===== src/hw/ssc_pkg.sv =====
// Package of constants and types for the spindle sequence controller
package ssc_pkg;
    // Clock rate in Hz
    localparam int unsigned CLK_HZ = 25000000;
    // Sequence times in milliseconds
    localparam int unsigned SPEED_CHECK_MS = 21700;
    localparam int unsigned BRAKE_ENGAGE_MS = 340;
    localparam int unsigned BRAKE_CURRENT_MS = 425;
    localparam int unsigned DOOR_RELEASE_MS = 19000;
    // Cycle counts derived from the times
    localparam longint unsigned SPEED_CHECK_CYC =
        longint'(SPEED_CHECK_MS) * CLK_HZ / 1000;
    localparam longint unsigned BRAKE_ENGAGE_CYC =
        longint'(BRAKE_ENGAGE_MS) * CLK_HZ / 1000;
    localparam longint unsigned BRAKE_CURRENT_CYC =
        longint'(BRAKE_CURRENT_MS) * CLK_HZ / 1000;
    localparam longint unsigned DOOR_RELEASE_CYC =
        longint'(DOOR_RELEASE_MS) * CLK_HZ / 1000;
    // Counter width, enough for the longest time
    localparam int unsigned CNT_W = 30;
    // Retract pulse length in clocks
    localparam int unsigned RETRACT_PULSE_CYC = 1;
    // Sequencer states, Gray coded along the usual path
    typedef enum logic [1:0] {
        SSC_STOPPED = 2'b00,
        SSC_UP = 2'b01,
        SSC_RUN = 2'b11,
        SSC_DOWN = 2'b10
    } ssc_state_t;
    // Fault inputs from servo and power monitor
    typedef struct packed {
        logic dcFaultFlag;
        logic emergencyPullbackActive;
        logic emergencyPullbackPowerLost;
        logic recalFailedTwice;
        logic seekNotDone;
        logic servoHeadsOnDisc;
    } ssc_faults_t;
    // Motor and door drive outputs
    typedef struct packed {
        logic spindleRun;
        logic pullHeadsBack;
        logic brakeEngage;
        logic brakeCurrentDrive;
        logic doorLockDrive;
        logic startInhibitOut;
    } ssc_drive_t;
endpackage


===== src/hw/ssc_seq_timer.sv =====
// Sequence timing counter with restart and saturation
`timescale 1ns/1ps
module ssc_seq_timer (
    input wire logic clk,
    input wire logic rstSync_b,
    input wire logic restart,
    output logic [ssc_pkg::CNT_W-1:0] count
);
    logic [ssc_pkg::CNT_W-1:0] count_reg;
    logic [ssc_pkg::CNT_W-1:0] count_next;

    // Restart wins; saturate so late compares stay true
    always_comb begin
        if (restart) begin
            count_next = '0;
        end else if (&count_reg) begin
            count_next = count_reg;
        end else begin
            count_next = count_reg + {{(ssc_pkg::CNT_W-1){1'b0}}, 1'b1};
        end
    end

    // Register the count
    always_ff @(posedge clk or negedge rstSync_b) begin
        if (!rstSync_b) begin
            count_reg <= '0;
        end else begin
            count_reg <= count_next;
        end
    end

    assign count = count_reg;
endmodule


===== src/hw/ssc_spindle_sequence_controller.sv =====
// Spindle sequencing: start gating, up/down timing, abnormal halt latch
// Behaviour
// - Start permitted: no fault, no halt, door, run
// - Up needs permit, no inhibit, parked, slow
// - Up sets sequence-up, spindle, retract pulse
// - Up restarts timer; check speed at 21.7 s
// - Abnormal halt disables sequencing, drops permit
// - Permit low fires down sequence
// - Down retracts heads first, then cuts spindle
// - Brake engage at 0.340 s of down
// - Brake current at 0.425 s of down
// - Door lock released at 19.0 s of down
// - Emergency pullback active or power lost halts
// - Recalibrate failed twice halts
// - Seek not done with heads parked halts
// - Parked yet heads on disc halts
// - Speed check done but slow halts
// - Door open: no start, indicator dark
// - Door lock held while pack rotates
// - Door opened while running: down sequence
// - Inhibit others while spinning up; obey theirs
`timescale 1ns/1ps
module ssc_spindle_sequence_controller (
    input wire logic clk,
    input wire logic rst_b,
    input wire ssc_pkg::ssc_faults_t faults,
    input wire logic runRequest,
    input wire logic doorClosed,
    input wire logic doorSecured,
    input wire logic headsParked,
    input wire logic atRatedSpeed,
    input wire logic otherDriveInhibit,
    output ssc_pkg::ssc_drive_t drive,
    output logic doorLockedLamp,
    output logic abnormalHalt,
    output logic speedCheckDone,
    output logic sequenceUp,
    output logic sequenceDown
);
    // Reset release through two flops
    logic rstMeta_reg;
    logic rstSync_b;

    always_ff @(posedge clk or negedge rst_b) begin
        if (!rst_b) begin
            rstMeta_reg <= 1'b0;
            rstSync_b <= 1'b0;
        end else begin
            rstMeta_reg <= 1'b1;
            rstSync_b <= rstMeta_reg;
        end
    end

    // Timer compare helper, used for every sequence time
    function automatic logic reached(
        input logic [ssc_pkg::CNT_W-1:0] cnt,
        input longint unsigned limit
    );
        reached = (longint'(cnt) >= limit);
    endfunction

    ssc_pkg::ssc_state_t state_reg;
    ssc_pkg::ssc_state_t state_next;
    logic halt_reg, halt_next;
    logic check_reg, check_next;
    logic seqUp_reg, seqUp_next;
    logic seqDown_reg, seqDown_next;
    logic spindle_reg, spindle_next;
    logic retract_reg, retract_next;
    logic [1:0] pulseCnt_reg, pulseCnt_next;
    logic pullBack_reg, pullBack_next;
    logic brake_reg, brake_next;
    logic brakeCur_reg, brakeCur_next;
    logic doorLock_reg, doorLock_next;
    logic inhibit_reg, inhibit_next;
    logic lamp_reg, lamp_next;
    logic timerRestart;
    logic [ssc_pkg::CNT_W-1:0] seqCount;
    logic startPermitted;
    logic haltCause;
    logic beginUp;
    logic beginDown;

    ssc_seq_timer u_timer (
        .clk(clk),
        .rstSync_b(rstSync_b),
        .restart(timerRestart),
        .count(seqCount)
    );

    // Internal permit; never driven out
    always_comb begin
        startPermitted = !faults.dcFaultFlag && !halt_reg &&
            doorSecured && doorClosed && runRequest;
    end

    // Abnormal halt causes, gathered into one term
    always_comb begin
        haltCause = faults.emergencyPullbackActive ||
            faults.emergencyPullbackPowerLost;
        haltCause = haltCause || faults.recalFailedTwice;
        haltCause = haltCause ||
            (faults.seekNotDone && headsParked);
        haltCause = haltCause ||
            (headsParked && faults.servoHeadsOnDisc);
        haltCause = haltCause ||
            (check_reg && !atRatedSpeed);
    end

    // Start and stop decisions
    always_comb begin
        beginUp = (state_reg == ssc_pkg::SSC_STOPPED) && startPermitted &&
            !otherDriveInhibit && headsParked &&
            !atRatedSpeed;
        // Low permit in UP/RUN fires once; the state then leaves
        beginDown = !startPermitted &&
            ((state_reg == ssc_pkg::SSC_UP) ||
             (state_reg == ssc_pkg::SSC_RUN));
        timerRestart = beginUp || beginDown;
    end

    // Next-state logic for the sequencer and its flops
    always_comb begin
        state_next = state_reg;
        halt_next = halt_reg || haltCause;
        check_next = check_reg;
        seqUp_next = seqUp_reg;
        seqDown_next = seqDown_reg;
        spindle_next = spindle_reg;
        retract_next = 1'b0;
        pulseCnt_next = pulseCnt_reg;
        pullBack_next = pullBack_reg;
        brake_next = brake_reg;
        brakeCur_next = brakeCur_reg;
        doorLock_next = doorLock_reg;
        inhibit_next = inhibit_reg;
        // Retract pulse stretched to its minimum length
        if (pulseCnt_reg != 2'h0) begin
            retract_next = 1'b1;
            pulseCnt_next = pulseCnt_reg - 2'h1;
        end
        unique case (state_reg)
            ssc_pkg::SSC_STOPPED: begin
                if (beginUp) begin
                    state_next = ssc_pkg::SSC_UP;
                    seqUp_next = 1'b1;
                    seqDown_next = 1'b0;
                    spindle_next = 1'b1;
                    retract_next = 1'b1;
                    pulseCnt_next = 2'(ssc_pkg::RETRACT_PULSE_CYC - 1);
                    check_next = 1'b0;
                    pullBack_next = 1'b0;
                    brake_next = 1'b0;
                    brakeCur_next = 1'b0;
                    doorLock_next = 1'b1;
                    inhibit_next = 1'b1;
                end
            end
            ssc_pkg::SSC_UP, ssc_pkg::SSC_RUN: begin
                if (beginDown) begin
                    state_next = ssc_pkg::SSC_DOWN;
                    seqUp_next = 1'b0;
                    seqDown_next = 1'b1;
                    retract_next = 1'b1;
                    pullBack_next = 1'b1;
                    inhibit_next = 1'b0;
                end else if (state_reg == ssc_pkg::SSC_UP) begin
                    // Inhibit dropped once rated speed seen
                    if (atRatedSpeed) begin
                        inhibit_next = 1'b0;
                    end
                    if (reached(seqCount, ssc_pkg::SPEED_CHECK_CYC)) begin
                        check_next = 1'b1;
                        inhibit_next = 1'b0;
                        state_next = ssc_pkg::SSC_RUN;
                    end
                end
            end
            ssc_pkg::SSC_DOWN: begin
                // Spindle cut only once a retract flop already stands
                if (pullBack_reg || retract_reg) begin
                    spindle_next = 1'b0;
                end
                if (reached(seqCount, ssc_pkg::BRAKE_ENGAGE_CYC)) begin
                    brake_next = 1'b1;
                end
                if (reached(seqCount, ssc_pkg::BRAKE_CURRENT_CYC)) begin
                    brakeCur_next = 1'b1;
                end
                if (reached(seqCount, ssc_pkg::DOOR_RELEASE_CYC)) begin
                    doorLock_next = 1'b0;
                    brake_next = 1'b0;
                    brakeCur_next = 1'b0;
                    pullBack_next = 1'b0;
                    seqDown_next = 1'b0;
                    check_next = 1'b0;
                    state_next = ssc_pkg::SSC_STOPPED;
                end
            end
        endcase
        // Lamp lit only with door closed and secured
        lamp_next = doorClosed && doorSecured;
    end

    // Register all sequencer state
    always_ff @(posedge clk or negedge rstSync_b) begin
        if (!rstSync_b) begin
            state_reg <= ssc_pkg::SSC_STOPPED;
            halt_reg <= 1'b0;
            check_reg <= 1'b0;
            seqUp_reg <= 1'b0;
            seqDown_reg <= 1'b0;
            spindle_reg <= 1'b0;
            retract_reg <= 1'b0;
            pulseCnt_reg <= 2'h0;
            pullBack_reg <= 1'b0;
            brake_reg <= 1'b0;
            brakeCur_reg <= 1'b0;
            doorLock_reg <= 1'b0;
            inhibit_reg <= 1'b0;
            lamp_reg <= 1'b0;
        end else begin
            state_reg <= state_next;
            halt_reg <= halt_next;
            check_reg <= check_next;
            seqUp_reg <= seqUp_next;
            seqDown_reg <= seqDown_next;
            spindle_reg <= spindle_next;
            retract_reg <= retract_next;
            pulseCnt_reg <= pulseCnt_next;
            pullBack_reg <= pullBack_next;
            brake_reg <= brake_next;
            brakeCur_reg <= brakeCur_next;
            doorLock_reg <= doorLock_next;
            inhibit_reg <= inhibit_next;
            lamp_reg <= lamp_next;
        end
    end

    // Outputs straight from flops
    always_comb begin
        drive.spindleRun = spindle_reg;
        drive.pullHeadsBack = pullBack_reg;
        drive.brakeEngage = brake_reg;
        drive.brakeCurrentDrive = brakeCur_reg;
        drive.doorLockDrive = doorLock_reg;
        drive.startInhibitOut = inhibit_reg;
    end

    assign doorLockedLamp = lamp_reg;
    assign abnormalHalt = halt_reg;
    assign speedCheckDone = check_reg;
    assign sequenceUp = seqUp_reg;
    assign sequenceDown = seqDown_reg;
endmodule


===== config.mk =====
export PLATFORM = sky130hd
export DESIGN_NAME = ssc_spindle_sequence_controller
export DESIGN_NICKNAME = d
export VERILOG_FILES = /design/src/hw/ssc_pkg.sv /design/src/hw/ssc_seq_timer.sv /design/src/hw/ssc_spindle_sequence_controller.sv
export SDC_FILE = /design/constraint.sdc
export NUM_CORES = 1
export LEC_CHECK = 0
export BUFFER_PORTS_ARGS = -buffer_cell sky130_fd_sc_hd__buf_2
export CORE_MARGIN = 4
export CORE_UTILIZATION = 64
export DETAILED_ROUTE_END_ITERATION = 10
export PLACE_DENSITY_LB_ADDON = 0.3
export SLEW_MARGIN = 25
export SYNTH_ARGS = -nofsm -noshare
export SYNTH_HDL_FRONTEND = slang
export SYNTH_HIERARCHICAL = 1
export SYNTH_SLANG_ARGS = --single-unit

===== constraint.sdc =====
create_clock -name clk -period 3.1 [get_ports clk]
set_input_delay 0 -clock clk [delete_from_list [all_inputs] [get_ports clk]]
set_output_delay 0 -clock clk [all_outputs]
set_load 0.01 [all_outputs]

==> results of run 1 <==
## synthesized netlist by cell type, types with 5 or more instances
cell      count  area [sq um]
a21oi_1      19          95.1
nand3_1      18          90.1
clkbuf_1      8          30.0
buf_4         6          45.0
and3_1        6          37.5
inv_1         6          22.5
nor4_1        7          43.8
a31oi_1       7          43.8
and2_1        5          31.3
nand4_1      14          87.6
o31ai_1       8          60.1
nand2_1      19          71.3
nor3_1        7          35.0
dfrtp_1      47          1180
nor2_1       34           128
xnor2_1       7          61.3
or4_1         9          67.6
o21ai_0       8          40.0
## logic make-up (layout without fill, tap and decap cells)
| group | Yosys count | in the layout |
|---|---|---|
| AO/OA/AOI/OAI | 66 | 66 |
| multiplexers | 5 | 5 |
| other | 1 | 1 |
| adder cells (fa/ha/maj) | 1 | 1 |
| AND/OR/NAND/NOR | 146 | 146 |
| XOR/XNOR | 11 | 11 |
| flip-flops | 47 | 47 |
| buffers and inverters | 23 | 49 |
## worst max path at each step
stage	from	end	slack [ns]	depth (start not counted)
floorplan	abnormalHalt$_DFF_PN0_	u_timer/count[18]$_DFFE_PN0P_	0.96	7
global placement	u_timer/count[5]$_DFFE_PN0P_	u_timer/count[27]$_DFFE_PN0P_	0.82	4
detailed placement	abnormalHalt$_DFF_PN0_	u_timer/count[16]$_DFFE_PN0P_	0.78	6
CTS	u_timer/count[10]$_DFFE_PN0P_	u_timer/count[27]$_DFFE_PN0P_	0.71	4
global route	u_timer/count[10]$_DFFE_PN0P_	u_timer/count[27]$_DFFE_PN0P_	0.45	4
finish	u_timer/count[10]$_DFFE_PN0P_	u_timer/count[27]$_DFFE_PN0P_	0.63	4
## power groups by stage
stage | clock, mW | sequential [mW] | combinational, mW
after floorplan | 0 | 0.973 | 0.521
after global placement | 0 | 1.03 | 0.618
after detailed placement | 0 | 1.04 | 0.637
after CTS | 0.535 | 1.03 | 0.656
after global routing | 0.556 | 1.08 | 0.743
final | 0.529 | 1.04 | 0.668
## final cells by class
class | count | area, sq um | area share, %
clock buffer | 5 | 68.8 | 2.25
clock inverter | 3 | 67.6 | 2.21
inverter | 6 | 22.5 | 0.737
multi-input combinational | 230 | 1440 | 47.1
sequential | 47 | 1180 | 38.6
tap | 50 | 62.6 | 2.05
timing repair buffer | 35 | 215 | 7.04
## per-stage QoR
step | setup slack, ns | area, sq um | power [mW] | util [%]
finish | 0.628 | 3060 | 2.24 | 75.3
global route | 0.447 | 3060 | 2.38 | 75.3
CTS | 0.713 | 3050 | 2.23 | 75.3
detailed placement | 0.781 | 2870 | 1.68 | 70.7
global placement | 0.817 | 2870 | 1.65 | 70.7
floorplan | 0.955 | 2740 | 1.49 | -
## routing by layer
metal / vias up / wire length [um]
li1: 1172 / -
met1: 1205 / 2720
met2: 137 / 3190
met3: 7 / 550
met4: 0 / 50
met5: - / 0
## timing repair
item,CTS,global route
buffers inserted,0,0
hold buffers,5,0
endpoints found under the hold margin,3,0
## worst max-delay path, delay by kind of cell (launching register included)
family / cells / cell delay [ns]
muxes: 1 / 0.38
and+or+nand+nor: 3 / 1.44
DFF: 1 / 0.52
==> impl_metrics.csv, run 1 <==
group,metric,value,unit
worst_setup_path,path_max_fanout,15,
worst_hold_path,hp-class,"primary input to flop",
synthesis,synthArstFlopShare,100,%
worst_setup_path,critPathMaxStageDelay,0.76,ns
place,dpl.hpwl,4.38,mm
final_layout,area_growth,11.8,%
detailed_routing,vias_per_cell,6.70,
worst_setup_path,rrSetupSlack,0.63,ns
place,portBuffers,24,
timing,worst_clock_skew,0.0121,ns
synthesis,synthXorXnorAreaFrac,3.52,%
outcome,status,"finished clean",
place,place_congestion,0.880,
worst_setup_path,worstRegToRegCells,4,
clocking,cts.repair.resized,0,
die,die_x,73.4,um
power,power-per-cell-area,733,mW/mm^2
synthesis,yosys_most_used_dff,"dfrtp_1",
die,core_area,0.00406,sq mm
timing,slew_headroom,52.8,%
power,combPwrFrac,29.8,%
worst_setup_path,path_class,"flop to flop",
worst_setup_path,cp_data_required_time,3.29,ns
die,fp.dieH,73.4,um
timing,final-hold-violation-count,0,
worst_hold_path,hold-path-endpoint,"doorLockedLamp$_DFF_PN0_",
synthesis,synth.distinct_cells,56,
global_routing,use_met1,36.0,%
worst_setup_path,r2r-start,"u_timer/count[10]$_DFFE_PN0P_",
worst_setup_path,cp_slowest_cell,"or4_1",
global_routing,grt_util_all_layers,26.3,%
final_layout,nets,340,
timing,fin_hold_ws,0.0225,ns
synthesis,netlist_instances,300,
global_routing,antenna_found_initial,0,
synthesis,yosys.area_share.simple,29.9,%
power,switching_share,39.1,%
die,die_area,0.00538,sq mm
synthesis,synthMuxAreaShare,1.97,%
clocking,clk_path_buf_depth,2,
clocking,clockRootBuffer,"clkbuf_8",
final_layout,antenna_cells,0,
timing,slew_viol_final,0,
detailed_routing,wl,6.51,mm
worst_setup_path,arrival,2.66,ns
timing,max_freq,0.405,GHz
worst_setup_path,cp_cell_sequence,"nand4_1 > or4_1 > nor4_1 > mux2_2",
detailed_routing,detail-route-antenna-nets,0,
timing,setup_violations,0,
worst_setup_path,endpoint_kind,"flop",
clocking,cts_tree,"yes",
final_layout,finalNonFillerCells,376,
worst_hold_path,holdPathStages,2,
power,power_frac_seq,46.6,%
power,p_int,1.36,mW
synthesis,synth-compound-area-share,16.7,%
synthesis,seq_area_frac_synth,43.0,%
power,clkPwrFrac,23.6,%
synthesis,ys_ff_latch,47,
final_layout,drive_gt1_share,15.6,%
worst_setup_path,cp-start-kind,"flop",
clocking,clk_pin_slew,0.08,ns
synthesis,synth_edf_count,0,
timing,rsz0062_at_grt,"false",
detailed_routing,remaining_drc_errors,0,
job,maxCapViolations,0,
timing,setup_tns,0,ns
timing,worstMarginPinSlew,0.703,ns
worst_hold_path,min_from,"doorClosed",
clocking,clkSinkCount,47,
die,initial_core_util,67.4,%
worst_setup_path,r2r-end,"u_timer/count[27]$_DFFE_PN0P_",
synthesis,syn_area,0.00274,sq mm
synthesis,synth-adder-area-share,0.457,%
global_routing,grt-ovfl-total,0,
timing,final.min_clock_period,2.47,ns
clocking,numCtsBuffers,5,
final_layout,largest_register_ffs,30,
power,leakagePower,1.25,nW
global_routing,grt_pass1_wl,11.1,mm
detailed_routing,firstDrtPassIters,5,
final_layout,mostFrequentLayoutCell,"dfrtp_1",
detailed_routing,num_vias,2521,
synthesis,synth_nets,315,
global_routing,gr-usage-met2,43.7,%
synthesis,synth_area_per_cell,9.12,sq um
detailed_routing,wl_per_cell,17.3,um
clocking,htreeDepth,2,
timing,post-route-period-util,79.7,%
clocking,clk_latency,0.30,ns
global_routing,grt_pass1_vias,2330,
power,ir_worst_vdd,0.564,mV
synthesis,yosys_warnings,6,
place,place_inst,363,
global_routing,grt_max_degree,46,
final_layout,fillerInstances,287,
power,switchingPower,877,uW
final_layout,final_cell_mix,"46 x dfrtp_1, 34 x nor2_1, 24 x buf_2",
die,io_pins,25,
die,num_rows,23,
detailed_routing,drt_iter0_drc,284,
global_routing,busiest_layer,"met2",
global_routing,use_met3,5.06,%
synthesis,synth_top_family_by_area,"simple AND/OR/NAND/NOR gates",
Note: power is estimated with default switching activity, not from simulation.
==> run 2: changes to the inputs <==
Settings changed: CORE_UTILIZATION 64 to 53.
Clock period 3.1 ns to 2.27 ns, I/O delays scaled along.
==> impl_metrics.csv, run 2 (synthesis results as in run 1) <==
group,metric,value,unit
worst_setup_path,path_class,"flop to flop",
final_layout,nets,369,
global_routing,grt_max_degree,26,
final_layout,finalNonFillerCells,422,
timing,worstMarginPinSlew,0.538,ns
final_layout,seqCellArea,0.00118,sq mm
global_routing,busiest_layer,"met2",
final_layout,area_growth,19.6,%
detailed_routing,drt_iter0_drc,254,
detailed_routing,remaining_drc_errors,0,
clocking,htreeDepth,2,
place,place_congestion,0.879,
power,leakagePower,1.36,nW
power,power-per-cell-area,951,mW/mm^2
timing,max_freq,0.475,GHz
die,initial_core_util,56.4,%
global_routing,use_met1,31.6,%
worst_setup_path,rrSetupSlack,0.17,ns
power,ir_worst_vdd,0.588,mV
worst_setup_path,critPathBufInv,2,
place,dpl.hpwl,4.99,mm
timing,setup_violations,0,
outcome,status,"finished clean",
global_routing,grt_pass1_vias,2604,
worst_setup_path,cp_data_required_time,2.47,ns
worst_setup_path,r2r-start,"u_timer/count[24]$_DFFE_PN0P_",
worst_setup_path,cp-start-kind,"flop",
die,core_area,0.00485,sq mm
power,clkPwrFrac,17.2,%
global_routing,use_met3,3.39,%
die,fp.dieH,79.8,um
worst_hold_path,hp-class,"primary input to flop",
detailed_routing,wl_per_cell,16.8,um
final_layout,final_cell_area,0.00327,sq mm
die,io_pins,25,
worst_setup_path,critPathMaxStageDelay,0.49,ns
place,placed_area,0.00310,sq mm
worst_setup_path,endpoint_kind,"flop",
die,die_area,0.00637,sq mm
job,maxCapViolations,0,
place,portBuffers,24,
worst_hold_path,min_from,"atRatedSpeed",
timing,setup_tns,0,ns
global_routing,gr-usage-met2,41.2,%
worst_setup_path,cp_slowest_cell,"dfrtp_1",
final_layout,final_cell_mix,"46 x dfrtp_1, 34 x nor2_1, 32 x buf_4",
final_layout,multi_input_area,0.00144,sq mm
final_layout,post-route-util,67.5,%
detailed_routing,firstDrtPassIters,7,
power,switchingPower,1.28,mW
timing,slew_headroom,63.8,%
clocking,numCtsBuffers,5,
clocking,clockRootBuffer,"clkbuf_8",
worst_setup_path,r2r-end,"u_timer/count[27]$_DFFE_PN0P_",
global_routing,grt_pass1_wl,12.1,mm
clocking,cts_tree,"yes",
clocking,clk_latency,0.31,ns
final_layout,antenna_cells,0,
clocking,clkSinkCount,47,
power,switching_share,41.2,%
worst_setup_path,worstRegToRegCells,7,
power,p_int,1.83,mW
timing,post-route-period-util,92.7,%
die,die_x,79.8,um
detailed_routing,vias_per_cell,6.30,
worst_setup_path,arrival,2.31,ns
timing,worst_clock_skew,0.00924,ns
detailed_routing,wl,7.07,mm
final_layout,drive_gt1_share,22.3,%
worst_setup_path,critPathTopFamily,"simple AND/OR/NAND/NOR gates",
clocking,clk_path_buf_depth,2,
timing,final-hold-violation-count,0,
power,power_frac_seq,39.8,%
worst_setup_path,cp_cell_sequence,"nand4_1 > nor4_1 > buf_4 > and2_0 > buf_4 > nor4_1 > mux2_2",
worst_setup_path,crit_end,"u_timer/count[27]$_DFFE_PN0P_",
power,combPwrFrac,43.0,%
worst_setup_path,startpoint,"u_timer/count[24]$_DFFE_PN0P_",
clocking,cts_setup_buffers,0,
final_layout,largest_register_ffs,30,
place,place_inst,407,
clocking,clk_pin_slew,0.09,ns
die,num_rows,25,
global_routing,antenna_found_initial,0,
detailed_routing,num_vias,2657,
detailed_routing,detail-route-antenna-nets,0,
global_routing,grt_util_all_layers,24.2,%
worst_setup_path,path_max_fanout,14,
timing,slew_viol_final,0,
final_layout,mostFrequentLayoutCell,"dfrtp_1",
timing,rsz0062_at_grt,"false",
global_routing,grt-ovfl-total,0,
timing,final.min_clock_period,2.10,ns
final_layout,fillerInstances,397,
worst_setup_path,cp.depth,7,
[run 2: worst min-delay path by stage]
stage | endpoint | cells after the start
floorplan | rstMeta_reg$_DFF_PN0_ | 0
global placement | rstMeta_reg$_DFF_PN0_ | 1
detailed placement | rstMeta_reg$_DFF_PN0_ | 1
CTS | inhibit_reg$_DFFE_PN0P_ | 3
global route | inhibit_reg$_DFFE_PN0P_ | 3
finish | inhibit_reg$_DFFE_PN0P_ | 3
[run 2: layout make-up]
cell class | count | share of cell area [%]
Sequential cell | 47 | 36.0
Clock inverter | 3 | 0.727
Multi-Input combinational cell | 230 | 44.1
Tap cell | 67 | 2.56
Clock buffer | 5 | 2.10
Timing Repair Buffer | 64 | 13.8
Inverter | 6 | 0.689
[run 2: power by group through the flow]
stage | Combinational (mW) | Sequential, mW | Clock (mW)
global placement | 1.26 | 1.23 | 0
floorplan | 0.711 | 1.33 | 0
detailed placement | 1.29 | 1.25 | 0
global route | 1.48 | 1.27 | 0.589
CTS | 1.31 | 1.23 | 0.543
finish | 1.34 | 1.24 | 0.534
[run 2: repair_timing]
action                                  4_1_cts  5_1_grt
endpoints found under the setup margin        0        7
endpoints found under the hold margin         4        0
hold buffers                                  7        0
resized for setup                             0        1
[run 2: stage by stage]
stage                     worst slack, ns  total power, mW  hold slack, ns
after floorplan                     0.125             2.04          -0.296
after global placement              0.137             2.49          -0.214
after detailed placement           0.0844             2.54          -0.213
after CTS                          0.0642             3.09          0.0546
after global routing               0.0235             3.34          0.0661
final                               0.166             3.11          0.0707
[run 2: worst reg2reg max path, cell delays in order, from the launching register on]
cell and delay (ns):
dfrtp_1 0.49, nand4_1 0.17, nor4_1 0.35, buf_4 0.26
and2_0 0.22, buf_4 0.17, nor4_1 0.06, mux2_2 0.27
[run 2: layer usage]
| layer | up-vias | routed length (um) |
|---|---|---|
| met2 | 111 | 3510 |
| li1 | 1231 | - |
| met5 | - | 0 |
| met1 | 1303 | 2960 |
| met3 | 12 | 475 |
| met4 | 0 | 130 |
